==> src/logic/cle_defines.vh <==
// Shared constants for the tile control list executer.
`ifndef CLE_DEFINES_VH
`define CLE_DEFINES_VH
`define REG_CT0_CUR 8'h00
`define REG_CT1_CUR 8'h04
`define REG_CT0_END 8'h08
`define REG_CT1_END 8'h0C
`define REG_CT0_CS 8'h10
`define REG_CT1_CS 8'h14
`define REG_BFC 8'h18
`define REG_RFC 8'h1C
`define REG_INT_EN 8'h20
`define REG_INT_ST 8'h24
`define REG_QRSV 8'h28
`define REG_PIPE_ST 8'h2C
`define CS_MK_MSB 7
`define CS_RUN 8
`define CS_SEMW 9
`define PS_BMODE 1:0
`define PS_RMODE 3:2
`define PS_COV 4
`define PS_SEM 15:8
`define IRQ_W 4
`define IRQ_RFRAME 0
`define IRQ_BFRAME 1
`define IRQ_OOM 2
`define IRQ_OVSP 3
`define OP_HALT 8'h00
`define OP_MARKER 8'h02
`define OP_FLUSH 8'h04
`define OP_FLUSH_ALL 8'h05
`define OP_START_BIN 8'h06
`define OP_SEM_INC 8'h07
`define OP_SEM_WAIT 8'h08
`define OP_BRANCH 8'h10
`define OP_CALL 8'h11
`define OP_RET 8'h12
`define OP_STORE_EOF 8'h19
`define OP_SH_GL 8'h40
`define OP_SH_NV 8'h41
`define OP_SH_VG 8'h42
`define OP_CONFIG 8'h60
`define CFG_COV_BIT 0
`define LEN_ADDR 3'h4
`define LEN_CFG 3'h1
`define VM_SHADED 2'h0
`define VM_PRESHADED 2'h1
`define VM_XY 2'h2
`define STACK_DEPTH 2'h2
`define RESP_OKAY 2'h0
`define RESP_SLVERR 2'h2
`endif

==> src/logic/list_fetcher.v <==
// One command-list thread: address walk, operand gathering and sub-list stack.
`timescale 1ns/1ps
`default_nettype none
`include "cle_defines.vh"
module list_fetcher (
    input wire clk,
    input wire srst,
    input wire cur_wr,
    input wire end_wr,
    input wire [31:0] wdata,
    input wire sem_grant,
    output reg [31:0] cur_addr,
    output reg [31:0] end_addr,
    output reg fetch_req,
    output reg [31:0] fetch_addr,
    input wire fetch_valid,
    input wire [7:0] fetch_data,
    output reg cmd_valid,
    output reg [7:0] cmd_op,
    output reg [31:0] cmd_arg,
    output wire sem_wait,
    output wire running
);
    localparam S_IDLE = 4'b0001;
    localparam S_FETCH = 4'b0010;
    localparam S_SEM = 4'b0100;
    localparam S_HALT = 4'b1000;
    reg [3:0] state;
    reg [2:0] left;
    reg [1:0] idx;
    reg [31:0] stack0;
    reg [31:0] stack1;
    reg [1:0] depth;
    reg [31:0] next_arg;
    wire [7:0] fin_op;
    wire fin;
    wire [31:0] ret_addr;

    function [2:0] arg_len;
        input [7:0] op;
        begin
            case (op)
                `OP_BRANCH, `OP_CALL, `OP_SH_GL, `OP_SH_NV, `OP_SH_VG: arg_len = `LEN_ADDR;
                `OP_CONFIG: arg_len = `LEN_CFG;
                default: arg_len = 3'h0;
            endcase
        end
    endfunction

    always @* begin
        next_arg = cmd_arg;
        next_arg[{idx, 3'b000} +: 8] = fetch_data;
    end

    assign fin_op = (left == 3'h0) ? fetch_data : cmd_op;
    assign fin = fetch_valid && ((left == 3'h0) ? (arg_len(fetch_data) == 3'h0) : (left == 3'h1));
    assign ret_addr = cur_addr + 32'h1;
    assign sem_wait = (state == S_SEM);
    assign running = (state != S_HALT) && (cur_addr != end_addr);

    always @(posedge clk) begin
        if (srst) begin
            state <= S_IDLE;
            cur_addr <= 32'h0;
            end_addr <= 32'h0;
            fetch_req <= 1'b0;
            fetch_addr <= 32'h0;
            cmd_valid <= 1'b0;
            cmd_op <= 8'h0;
            cmd_arg <= 32'h0;
            left <= 3'h0;
            idx <= 2'h0;
            stack0 <= 32'h0;
            stack1 <= 32'h0;
            depth <= 2'h0;
        end else begin
            cmd_valid <= 1'b0;
            if (end_wr) begin
                end_addr <= wdata;
            end
            case (state)
                S_IDLE: begin
                    // Only an exact match stops the walk, so a new end restarts it at once.
                    if (cur_addr != end_addr) begin
                        fetch_req <= 1'b1;
                        fetch_addr <= cur_addr;
                        state <= S_FETCH;
                    end
                end
                S_FETCH: begin
                    if (fetch_valid) begin
                        fetch_req <= 1'b0;
                        cur_addr <= ret_addr;
                        state <= S_IDLE;
                        if (left == 3'h0) begin
                            cmd_op <= fetch_data;
                            cmd_arg <= 32'h0;
                            idx <= 2'h0;
                            left <= arg_len(fetch_data);
                        end else begin
                            cmd_arg <= next_arg;
                            idx <= idx + 2'h1;
                            left <= left - 3'h1;
                        end
                        if (fin) begin
                            cmd_valid <= 1'b1;
                            case (fin_op)
                                `OP_BRANCH: cur_addr <= next_arg;
                                `OP_CALL: begin
                                    // A third level of nesting is not supported; the call is skipped.
                                    if (depth != `STACK_DEPTH) begin
                                        if (depth == 2'h0) begin
                                            stack0 <= ret_addr;
                                        end else begin
                                            stack1 <= ret_addr;
                                        end
                                        depth <= depth + 2'h1;
                                        cur_addr <= next_arg;
                                    end
                                end
                                `OP_RET: begin
                                    if (depth != 2'h0) begin
                                        cur_addr <= (depth == `STACK_DEPTH) ? stack1 : stack0;
                                        depth <= depth - 2'h1;
                                    end
                                end
                                `OP_HALT: state <= S_HALT;
                                `OP_SEM_WAIT: state <= S_SEM;
                                default: state <= S_IDLE;
                            endcase
                        end
                    end
                end
                S_SEM: begin
                    if (sem_grant) begin
                        state <= S_IDLE;
                    end
                end
                S_HALT: state <= S_HALT;
                default: state <= S_IDLE;
            endcase
            // The memory must not answer a fetch after the current address was rewritten.
            if (cur_wr) begin
                cur_addr <= wdata;
                depth <= 2'h0;
                left <= 3'h0;
                fetch_req <= 1'b0;
                state <= S_IDLE;
            end
        end
    end
endmodule
`default_nettype wire

==> src/logic/batch_arbiter.v <==
// Per-batch fair sharing of the vertex fetch engine and vertex memory.
`timescale 1ns/1ps
`default_nettype none
`include "cle_defines.vh"
module batch_arbiter (
    input wire clk,
    input wire srst,
    input wire [1:0] batch_req,
    input wire [1:0] batch_done,
    input wire [1:0] bin_mode,
    input wire [1:0] ren_mode,
    output reg [1:0] batch_grant,
    output reg [1:0] xy_pass
);
    reg busy;
    reg owner;
    reg last;
    wire [1:0] elig;
    wire pick;

    assign elig = batch_req & {ren_mode != `VM_XY, bin_mode != `VM_XY};
    assign pick = (elig == 2'b11) ? ~last : elig[1];

    always @(posedge clk) begin
        if (srst) begin
            busy <= 1'b0;
            owner <= 1'b0;
            last <= 1'b1;
            batch_grant <= 2'b00;
            xy_pass <= 2'b00;
        end else begin
            batch_grant <= 2'b00;
            if (busy && batch_done[owner]) begin
                busy <= 1'b0;
            end else if (!busy && (elig != 2'b00)) begin
                // Alternating winners stops the faster pipe from filling vertex memory.
                busy <= 1'b1;
                owner <= pick;
                last <= pick;
                batch_grant <= pick ? 2'b10 : 2'b01;
            end
            // Direct primitives wait until their own pipe has no batch in flight.
            xy_pass[0] <= (bin_mode == `VM_XY) && !(busy && !owner);
            xy_pass[1] <= (ren_mode == `VM_XY) && !(busy && owner);
        end
    end
endmodule
`default_nettype wire

==> src/logic/tile_control_list_executer.v <==
// Control list executer top: register slave, two threads, semaphores and pipe steering.
//
// Design decisions made here: the placing of the registers and the AXI4-Lite interface to the registers.
`timescale 1ns/1ps
`default_nettype none
`include "cle_defines.vh"
module tile_control_list_executer (
    input wire clk,
    input wire srst,
    input wire [7:0] awaddr,
    input wire awvalid,
    output reg awready,
    input wire [31:0] wdata,
    input wire [3:0] wstrb,
    input wire wvalid,
    output reg wready,
    output reg [1:0] bresp,
    output reg bvalid,
    input wire bready,
    input wire [7:0] araddr,
    input wire arvalid,
    output reg arready,
    output reg [31:0] rdata,
    output reg [1:0] rresp,
    output reg rvalid,
    input wire rready,
    output wire bin_fetch_req,
    output wire [31:0] bin_fetch_addr,
    input wire bin_fetch_valid,
    input wire [7:0] bin_fetch_data,
    output wire ren_fetch_req,
    output wire [31:0] ren_fetch_addr,
    input wire ren_fetch_valid,
    input wire [7:0] ren_fetch_data,
    output reg tile_binner_start,
    output reg tile_binner_flush,
    output reg tile_binner_flush_state,
    input wire tile_binner_oom,
    input wire tile_binner_overspill,
    output reg [1:0] bin_vertex_mode,
    output reg [1:0] ren_vertex_mode,
    input wire [1:0] batch_req,
    input wire [1:0] batch_done,
    output wire [1:0] batch_grant,
    output wire [1:0] xy_pass,
    output reg [31:0] shader_reservation,
    input wire scoreboard_idle,
    output reg cov_select,
    output reg host_irq
);
    reg [7:0] aw_addr;
    reg aw_got;
    reg [31:0] w_data;
    reg [3:0] w_strb;
    reg w_got;
    reg [7:0] mk0;
    reg [7:0] mk1;
    reg [31:0] bfc;
    reg [31:0] rfc;
    reg [`IRQ_W-1:0] int_en;
    reg [`IRQ_W-1:0] int_st;
    reg [7:0] sem;
    reg cov_req;
    reg [31:0] rd_data;
    reg rd_ok;
    reg wr_ok;
    reg [`IRQ_W-1:0] next_int_st;
    reg [7:0] next_sem;
    wire wr_fire;
    wire [31:0] cur0;
    wire [31:0] cur1;
    wire [31:0] end0;
    wire [31:0] end1;
    wire v0;
    wire v1;
    wire [7:0] op0;
    wire [7:0] op1;
    wire [31:0] arg0;
    wire [31:0] arg1;
    wire semw0;
    wire semw1;
    wire run0;
    wire run1;
    wire take0;
    wire take1;
    wire bin_frame;
    wire ren_frame;
    wire [`IRQ_W-1:0] events;

    function [31:0] merge;
        input [31:0] old;
        input [31:0] nw;
        input [3:0] strb;
        integer i;
        begin
            merge = old;
            for (i = 0; i < 4; i = i + 1) begin
                if (strb[i]) begin
                    merge[8*i +: 8] = nw[8*i +: 8];
                end
            end
        end
    endfunction

    function [1:0] mode_of;
        input [7:0] op;
        input [1:0] old;
        begin
            case (op)
                `OP_SH_GL: mode_of = `VM_SHADED;
                `OP_SH_NV: mode_of = `VM_PRESHADED;
                `OP_SH_VG: mode_of = `VM_XY;
                default: mode_of = old;
            endcase
        end
    endfunction

    assign wr_fire = aw_got && w_got && !bvalid;

    // Thread 0 only ever runs the binning list, thread 1 the rendering list.
    list_fetcher bin_thread (
        .clk(clk),
        .srst(srst),
        .cur_wr(wr_fire && (aw_addr == `REG_CT0_CUR)),
        .end_wr(wr_fire && (aw_addr == `REG_CT0_END)),
        .wdata(merge(aw_addr == `REG_CT0_CUR ? cur0 : end0, w_data, w_strb)),
        .sem_grant(take0),
        .cur_addr(cur0),
        .end_addr(end0),
        .fetch_req(bin_fetch_req),
        .fetch_addr(bin_fetch_addr),
        .fetch_valid(bin_fetch_valid),
        .fetch_data(bin_fetch_data),
        .cmd_valid(v0),
        .cmd_op(op0),
        .cmd_arg(arg0),
        .sem_wait(semw0),
        .running(run0)
    );

    list_fetcher ren_thread (
        .clk(clk),
        .srst(srst),
        .cur_wr(wr_fire && (aw_addr == `REG_CT1_CUR)),
        .end_wr(wr_fire && (aw_addr == `REG_CT1_END)),
        .wdata(merge(aw_addr == `REG_CT1_CUR ? cur1 : end1, w_data, w_strb)),
        .sem_grant(take1),
        .cur_addr(cur1),
        .end_addr(end1),
        .fetch_req(ren_fetch_req),
        .fetch_addr(ren_fetch_addr),
        .fetch_valid(ren_fetch_valid),
        .fetch_data(ren_fetch_data),
        .cmd_valid(v1),
        .cmd_op(op1),
        .cmd_arg(arg1),
        .sem_wait(semw1),
        .running(run1)
    );

    batch_arbiter vertex_share (
        .clk(clk),
        .srst(srst),
        .batch_req(batch_req),
        .batch_done(batch_done),
        .bin_mode(bin_vertex_mode),
        .ren_mode(ren_vertex_mode),
        .batch_grant(batch_grant),
        .xy_pass(xy_pass)
    );

    // Binning waits take priority when both threads wait on a single count.
    assign take0 = semw0 && (sem != 8'h0);
    assign take1 = semw1 && (sem > {7'h0, take0});
    assign bin_frame = v0 && ((op0 == `OP_FLUSH) || (op0 == `OP_FLUSH_ALL));
    assign ren_frame = v1 && (op1 == `OP_STORE_EOF);
    assign events = {tile_binner_overspill, tile_binner_oom, bin_frame, ren_frame};

    always @* begin
        next_sem = sem + {7'h0, v0 && (op0 == `OP_SEM_INC)} + {7'h0, v1 && (op1 == `OP_SEM_INC)};
        next_sem = next_sem - {7'h0, take0} - {7'h0, take1};
    end

    always @* begin
        next_int_st = int_st;
        if (wr_fire && (aw_addr == `REG_INT_ST)) begin
            next_int_st = int_st & ~w_data[`IRQ_W-1:0];
        end
        next_int_st = next_int_st | events;
    end

    always @* begin
        rd_data = 32'h0;
        rd_ok = 1'b1;
        case (araddr)
            `REG_CT0_CUR: rd_data = cur0;
            `REG_CT1_CUR: rd_data = cur1;
            `REG_CT0_END: rd_data = end0;
            `REG_CT1_END: rd_data = end1;
            `REG_CT0_CS: begin
                rd_data[`CS_MK_MSB:0] = mk0;
                rd_data[`CS_RUN] = run0;
                rd_data[`CS_SEMW] = semw0;
            end
            `REG_CT1_CS: begin
                rd_data[`CS_MK_MSB:0] = mk1;
                rd_data[`CS_RUN] = run1;
                rd_data[`CS_SEMW] = semw1;
            end
            `REG_BFC: rd_data = bfc;
            `REG_RFC: rd_data = rfc;
            `REG_INT_EN: rd_data[`IRQ_W-1:0] = int_en;
            `REG_INT_ST: rd_data[`IRQ_W-1:0] = int_st;
            `REG_QRSV: rd_data = shader_reservation;
            `REG_PIPE_ST: begin
                rd_data[`PS_BMODE] = bin_vertex_mode;
                rd_data[`PS_RMODE] = ren_vertex_mode;
                rd_data[`PS_COV] = cov_select;
                rd_data[`PS_SEM] = sem;
            end
            default: rd_ok = 1'b0;
        endcase
    end

    always @* begin
        case (aw_addr)
            `REG_CT0_CUR, `REG_CT1_CUR, `REG_CT0_END, `REG_CT1_END: wr_ok = 1'b1;
            `REG_CT0_CS, `REG_CT1_CS, `REG_BFC, `REG_RFC: wr_ok = 1'b1;
            `REG_INT_EN, `REG_INT_ST, `REG_QRSV, `REG_PIPE_ST: wr_ok = 1'b1;
            default: wr_ok = 1'b0;
        endcase
    end

    // Register bus slave; address and data may arrive in either order.
    always @(posedge clk) begin
        if (srst) begin
            awready <= 1'b1;
            wready <= 1'b1;
            arready <= 1'b1;
            aw_got <= 1'b0;
            w_got <= 1'b0;
            aw_addr <= 8'h0;
            w_data <= 32'h0;
            w_strb <= 4'h0;
            bvalid <= 1'b0;
            bresp <= `RESP_OKAY;
            rvalid <= 1'b0;
            rresp <= `RESP_OKAY;
            rdata <= 32'h0;
        end else begin
            if (awvalid && awready) begin
                aw_addr <= awaddr;
                aw_got <= 1'b1;
                awready <= 1'b0;
            end
            if (wvalid && wready) begin
                w_data <= wdata;
                w_strb <= wstrb;
                w_got <= 1'b1;
                wready <= 1'b0;
            end
            if (wr_fire) begin
                aw_got <= 1'b0;
                w_got <= 1'b0;
                bvalid <= 1'b1;
                bresp <= wr_ok ? `RESP_OKAY : `RESP_SLVERR;
            end
            if (bvalid && bready) begin
                bvalid <= 1'b0;
                awready <= 1'b1;
                wready <= 1'b1;
            end
            if (arvalid && arready) begin
                arready <= 1'b0;
                rvalid <= 1'b1;
                rdata <= rd_data;
                rresp <= rd_ok ? `RESP_OKAY : `RESP_SLVERR;
            end
            if (rvalid && rready) begin
                rvalid <= 1'b0;
                arready <= 1'b1;
            end
        end
    end

    // Command side effects, counters and configuration registers.
    always @(posedge clk) begin
        if (srst) begin
            mk0 <= 8'h0;
            mk1 <= 8'h0;
            bfc <= 32'h0;
            rfc <= 32'h0;
            int_en <= {`IRQ_W{1'b0}};
            int_st <= {`IRQ_W{1'b0}};
            host_irq <= 1'b0;
            sem <= 8'h0;
            tile_binner_start <= 1'b0;
            tile_binner_flush <= 1'b0;
            tile_binner_flush_state <= 1'b0;
            bin_vertex_mode <= `VM_SHADED;
            ren_vertex_mode <= `VM_SHADED;
            shader_reservation <= 32'h0;
            cov_req <= 1'b0;
            cov_select <= 1'b0;
        end else begin
            if (v0 && (op0 == `OP_MARKER)) begin
                mk0 <= mk0 + 8'h1;
            end
            if (v1 && (op1 == `OP_MARKER)) begin
                mk1 <= mk1 + 8'h1;
            end
            if (bin_frame) begin
                bfc <= bfc + 32'h1;
            end
            if (ren_frame) begin
                rfc <= rfc + 32'h1;
            end
            sem <= next_sem;
            // Binner controls come from the binning thread only.
            tile_binner_start <= v0 && (op0 == `OP_START_BIN);
            tile_binner_flush <= bin_frame;
            tile_binner_flush_state <= v0 && (op0 == `OP_FLUSH_ALL);
            // Modes change in list order, so later primitives see the new mode only.
            if (v0) begin
                bin_vertex_mode <= mode_of(op0, bin_vertex_mode);
            end
            if (v1) begin
                ren_vertex_mode <= mode_of(op1, ren_vertex_mode);
            end
            if (v1 && (op1 == `OP_CONFIG)) begin
                cov_req <= arg1[`CFG_COV_BIT];
            end
            // Switching fragment paths only at an idle scoreboard keeps pixel order.
            if (scoreboard_idle) begin
                cov_select <= cov_req;
            end
            if (wr_fire && (aw_addr == `REG_INT_EN)) begin
                int_en <= w_data[`IRQ_W-1:0];
            end
            if (wr_fire && (aw_addr == `REG_QRSV)) begin
                shader_reservation <= merge(shader_reservation, w_data, w_strb);
            end
            int_st <= next_int_st;
            host_irq <= |(next_int_st & int_en);
        end
    end
endmodule
`default_nettype wire

==> config.mk <==
export PLATFORM = sky130hd
export DESIGN_NAME = tile_control_list_executer
export DESIGN_NICKNAME = d
export VERILOG_FILES = /design/src/logic/list_fetcher.v /design/src/logic/batch_arbiter.v /design/src/logic/tile_control_list_executer.v
export VERILOG_INCLUDE_DIRS = /design/src /design/src/logic
export SDC_FILE = /design/constraint.sdc
export NUM_CORES = 2
export LEC_CHECK = 0
export ABC_AREA = 1
export ABC_CLOCK_PERIOD_IN_PS = 9500
export BUFFER_PORTS_ARGS = -buffer_cell sky130_fd_sc_hd__clkbuf_2
export CORE_ASPECT_RATIO = 1.1
export CORE_UTILIZATION = 55
export DETAILED_ROUTE_END_ITERATION = 6
export PLACE_DENSITY = 0.74
export SLEW_MARGIN = 10
export SYNTH_ARGS = -nofsm -noshare
export SYNTH_HDL_FRONTEND = slang
export SYNTH_SLANG_ARGS = --single-unit
==> constraint.sdc <==
create_clock -name clk -period 9.5 [get_ports clk]
set_input_delay 1.9 -clock clk [delete_from_list [all_inputs] [get_ports clk]]
set_output_delay 1.9 -clock clk [all_outputs]
set_load 0.1 [all_outputs]
### Yosys cells after proc, flatten, opt, wreduce, memory -nomap -nowiden

Index checks and enable logic that the tools add are counted.

| word-level totals | value |
|---|---|
| register bits | 658 |
| bits in latches | 0 |
| bits in writable memories | 0 |
| ROM bits | 0 |
| input port bits | 84 |
| output and inout port bits | 152 |
| logic and storage cells | 378 |
| memories kept | 0 |

| operators by class | value |
|---|---|
| add/sub/neg operators | 20 |
| multiply operators | 0 |
| div/mod/pow operators | 0 |
| order comparisons | 2 |
| eq/ne operators | 90 |
| shift operators | 4 |
| multiplexer cells | 83 |
| bitwise logic cells | 14 |
| reductions and logical operators | 102 |

Operators by type and width:

| kind | number |
|---|---|
| $mux W32 | 18 |
| $pmux W32 S3 | 2 |
| $eq A8 B5 Y1 const B | 19 |
| $add A32 B1 Y32 const B | 4 |
| $eq A8 B7 Y1 const B | 15 |
| $pmux W16 S7 | 1 |
| $mux W8 | 10 |
| $bwmux W32 | 2 |
| $eq A8 B6 Y1 const B | 8 |
| $ne A32 B32 Y1 | 2 |
| $shift A8 B7 Y32 const A | 2 |
| $shiftx A8 B7 Y32 | 2 |
| $eq A8 B3 Y1 const B | 7 |
| $eq A8 B4 Y1 const B | 6 |
| $pmux W4 S12 | 1 |
| $pmux W6 S8 | 1 |
| $mux W4 | 9 |
| $reduce_and A6 Y1 | 6 |
| $logic_and A1 B1 Y1 | 35 |
| $logic_not A8 Y1 | 4 |
| $pmux W4 S4 | 2 |
| $pmux W3 S9 | 1 |
| $reduce_and A2 Y1 | 13 |
| $reduce_or A12 Y1 | 2 |
| other kinds (46) | 143 |

### Logic depth before layout (Yosys ltp)

| logic depth | value |
|---|---|
| depth in word-level cells | 10 |
| gate-level depth with buffers | 24 |
| gate-level depth less buffers | 24 |

### Hierarchy

From an unflattened synthesis, not the netlist that was laid out.

| unflattened totals | value |
|---|---|
| cell total of the unflattened synthesis | 5757 |
| area, all modules | 36911.7 µm² |

Modules (own cells, without submodules):

| module | times used | cells each | area each (µm²) | seq. area each (µm²) |
|---|---|---|---|---|
| tile_control_list_executer | 1 | 2193 | 13565.5 | 4464.3 |
| list_fetcher at bin_thread | 1 | 1752 | 11574.9 | 4264.1 |
| list_fetcher at ren_thread | 1 | 1772 | 11459.7 | 4264.1 |
| batch_arbiter | 1 | 40 | 311.5 | 140.1 |

### Worst setup path after synthesis

Ideal clock, no wire load.

| timing | value |
|---|---|
| path type | reg-to-reg |
| from | register sem[2] |
| to | register sem[7] |
| setup time | 0.122 ns |
| arrival | 3.864 ns |
| required time | 9.378 ns |
| slack | 5.514 ns |
| cell stages (with the launch flop) | 24 |
| path buffers | 0 |
| period minus slack after synthesis | 3.986 ns |
| cells stage by stage | dfxtp_1 inv_1 ha_1 nand3_1 nor2_1 nor4_1 ha_1 nand2_1 nand2_1 nand3_1 nand2_1 o2bb2ai_1 nor4_1 fa_1 inv_1 fa_1 ha_1 fa_1 a21oi_1 o21bai_1 a21oi_1 o21bai_1 o21ai_0 a21oi_1 |

| on the way | value |
|---|---|
| word-level cells in the longest chain between the ends | 5 |
| elaborated cells on any way between the ends | 8 |
| those cells by class | add/sub (4); order compare (1); reduce/logical (3) |

Ends and longest elaborated chain:

| element | line | source |
|---|---|---|
| from (decl) | tile_control_list_executer.v:62 | `reg [7:0] sem;` |
| from (signal assigned) | tile_control_list_executer.v:318 | `sem <= next_sem;` |
| branches (longest 4 deep; another with $add A8 B1 Y8) | - |  |
| $sub A8 B1 Y8 (*) | tile_control_list_executer.v:181 | `next_sem = next_sem - {7'h0, take0} - {7'h0, take1};` |

Every way passes the cells marked *.
A chain may end at the register's enable or synchronous reset.

### Final worst setup path

Ends and elaborated chain as after synthesis.

==> results.yml <==
outcome:
  status: "finished clean"
grt:
  grt_pass1_wl_um: 194000
  antenna_found_initial: 0
  grt_overflow: 0
  grt_pass1_vias: 33358
  grt_usage_pct: 38.4
  grt_max_degree: 107
synthesis:
  synth_compound_area_share_pct: 22.0
  synth_xor_area_share_pct: 2.46
  yosys-top-cells-area: "dfxtp_1, nand2_1, a21oi_1"
  synth_top_family_by_area: "simple AND/OR/NAND/NOR gates"
  async_reset_ff_share_pct: 0
  synth.cell_area_mm2: 0.0349
  synth.area.mux_share_pct: 0
  seq_area_frac_synth_pct: 37.6
  syn_inst: 5298
  syn_avg_cell_area_um2: 6.59
  synth_most_common_cell: "nand2_1"
  synth_cell_types: 54
  yosysTopAreaCellShare_pct: 37.6
  synth_edf_count: 0
  synth_top_area_cell: "dfxtp_1"
  synth_fa_ha_area_share_pct: 1.28
  yosys_warnings: 0
  synth_flop_cell: "dfxtp_1"
  synth_common_cells: "nand2_1, dfxtp_1, a21oi_1"
  synthSimpleGateAreaFrac_pct: 26.1
  synth_seq_cells: 656
worst_setup_path:
  cp_max_fo: 5
  crit_type: "register to register"
  endpoint_kind: "register"
  crit_path_start_kind: "register"
  worstPathArrival_ps: 5100
  worstPathRequired_ps: 10020
sta:
  final_max_slew_viol_count: 0
  worst_slack_ps: 4920
  timing.final.crit_period_ps: 4580
  max_slew.worst_pin.slew_ps: 1210
  setup_viol: 0
  finClkSkew_ps: 26.2
  tns_ps: 0
  slew-limit-headroom_pct: 19.3
  rsz0062_at_grt: "no"
  max_freq_ghz: 0.218
  fin_crit_sh_pct: 48.3
  final_hold_viol_count: 0
clocking:
  insertion_delay_ps: 630
  cts_hold_buf: 0
  cts-resized-gates: 0
  clockBufferDepth: 3
  root_buffer: "clkbuf_16"
  cts_tree: "yes"
  clock_sinks: 656
  cts_setup_buffers: 0
  htreeDepth: 3
  numCtsBuffers: 72
  cts.clk_slew.worst_paths_ps: 60
finish:
  fillers: 6089
  syn_to_final_growth_pct: 10.8
  antenna_cells: 0
  post-route-util_pct: 61.8
  final_area_mm2: 0.0387
  fin_nets: 5440
  layout-drive-gt1-share_pct: 8.59
pwr:
  peakVddDrop_mv: 0.131
  power_leakage_uw: 0.0155
  powerDensity_mw_per_mm2: 163
detailed_routing:
  wire_per_inst_um: 20.5
  viasPerCell: 5.95
  drcViolationCount: 0
  antenna_left: 0
  firstDrtPassIters: 6
  drt_iter0_markers: 4415
  routed-via-count: 36958
  wl_um: 128000
place:
  portBuffers: 233
  place_area_mm2: 0.0361
  place_ws_ps: 4580
  hpwl_um: 92500
  place_congestion: 1.02
worst_hold_path:
  hold_class: "register to register"
floorplanning:
  core_area_mm2: 0.0626
  die_area_mm2: 0.0645
  initial_core_util_pct: 55.8
  die_w_um: 242
  die_h_um: 266
  rows: 96
  pin_count: 236
job:
  maxCapViolations: 0
[worst max-delay path: stages, from the launching register on]
cell and delay (ps):
dfxtp_1 330, inv_1 120, ha_1 260, nand3_1 90, nor2_1 70, nor4_1 490, ha_1 260, nand2_1 50
nand2_1 60, nand3_1 60, nand2_1 60, o2bb2ai_1 180, nor4_1 150, fa_1 520, inv_1 50, fa_1 390
ha_1 220, fa_1 400, a21oi_1 160, o21bai_1 100, a21oi_1 150, o21bai_1 90, o21ai_0 170, a21oi_1 60
[metrics by stage]
step                hold WS [ps]  std cells  total power (uW)
global placement             440       6081              3310
CTS                          457       6212              6310
global route                 474       6212              6460
floorplan                    425       5299              3160
detailed placement           445       6081              3310
finish                       456       6212              6310
[registers in the layout, indices dropped and copies added, names as in the netlist, 32 cells and up]
register and cells:
ren_thread.stack0 32, rfc 32, ren_thread.cur_addr 32, w_data 32
ren_thread.cmd_arg 32, shader_reservation 32, bin_thread.stack0 32, bin_thread.cur_addr 32
bin_thread.cmd_arg 32, ren_thread.end_addr 32, ren_thread.fetch_addr 32, bfc 32
bin_thread.end_addr 32, bin_thread.stack1 32, bin_thread.fetch_addr 32, rdata 32
ren_thread.stack1 32
[path summary, 6_finish.rpt]
kind | start | to | slack [ps] | cells after the start
hold reg to reg | bin_thread.stack1[4] | bin_thread.stack1[4] | 460 | 2
setup reg to reg | sem[2] | sem[7] | 4920 | 23
hold / removal | bin_thread.stack1[4] | bin_thread.stack1[4] | 460 | 2
setup / recovery | sem[2] | sem[7] | 4920 | 23
[where the power goes]
group | total, uW | leakage, uW | internal (uW) | switching [uW]
sequential | 2800 | 0.00530 | 2780 | 24.9
clock | 3040 | 0.00126 | 1820 | 1210
combinational | 465 | 0.00890 | 93.3 | 372
total | 6310 | 0.0155 | 4700 | 1610
[placed cells by master, fill, tap and decap left out, drive strengths merged, types with 63 or more instances in the layout]
cell type     n
dfxtp       656
o22ai       119
a21oi       627
nand3       281
nor3        135
inv         599
nor2        357
a22oi        63
xor2         96
clkbuf      333
o21ai       481
nand2      1287
nand4        63
[final cells by class]
type	count	area [um^2]	share of cell area, %
Clock inverter	30	377	0.974
Inverter	608	2290	5.91
Timing Repair Buffer	277	1510	3.89
Clock buffer	101	2180	5.65
Tap cell	833	1040	2.69
Sequential cell	656	13100	34.0
Multi-Input combinational cell	3707	18100	46.9
[cell families (layout without fill, tap and decap cells)]
family / after synthesis / after routing
adder cells (fa/ha/maj): 34 / 34
AND/OR/NAND/NOR: 2169 / 2169
flip-flops: 656 / 656
other: 1 / 2
AO/OA/AOI/OAI: 1404 / 1404
buffers and inverters: 936 / 1016
XOR/XNOR: 98 / 98
[routing by layer]
metal  part of all wire, %  global-route usage (%)
met5                     0                       0
met4                   7.1                    25.2
met3                   9.2                    6.51
met2                    45                    61.3
met1                    39                    48.0
Note: power is estimated with default switching activity, not from simulation.
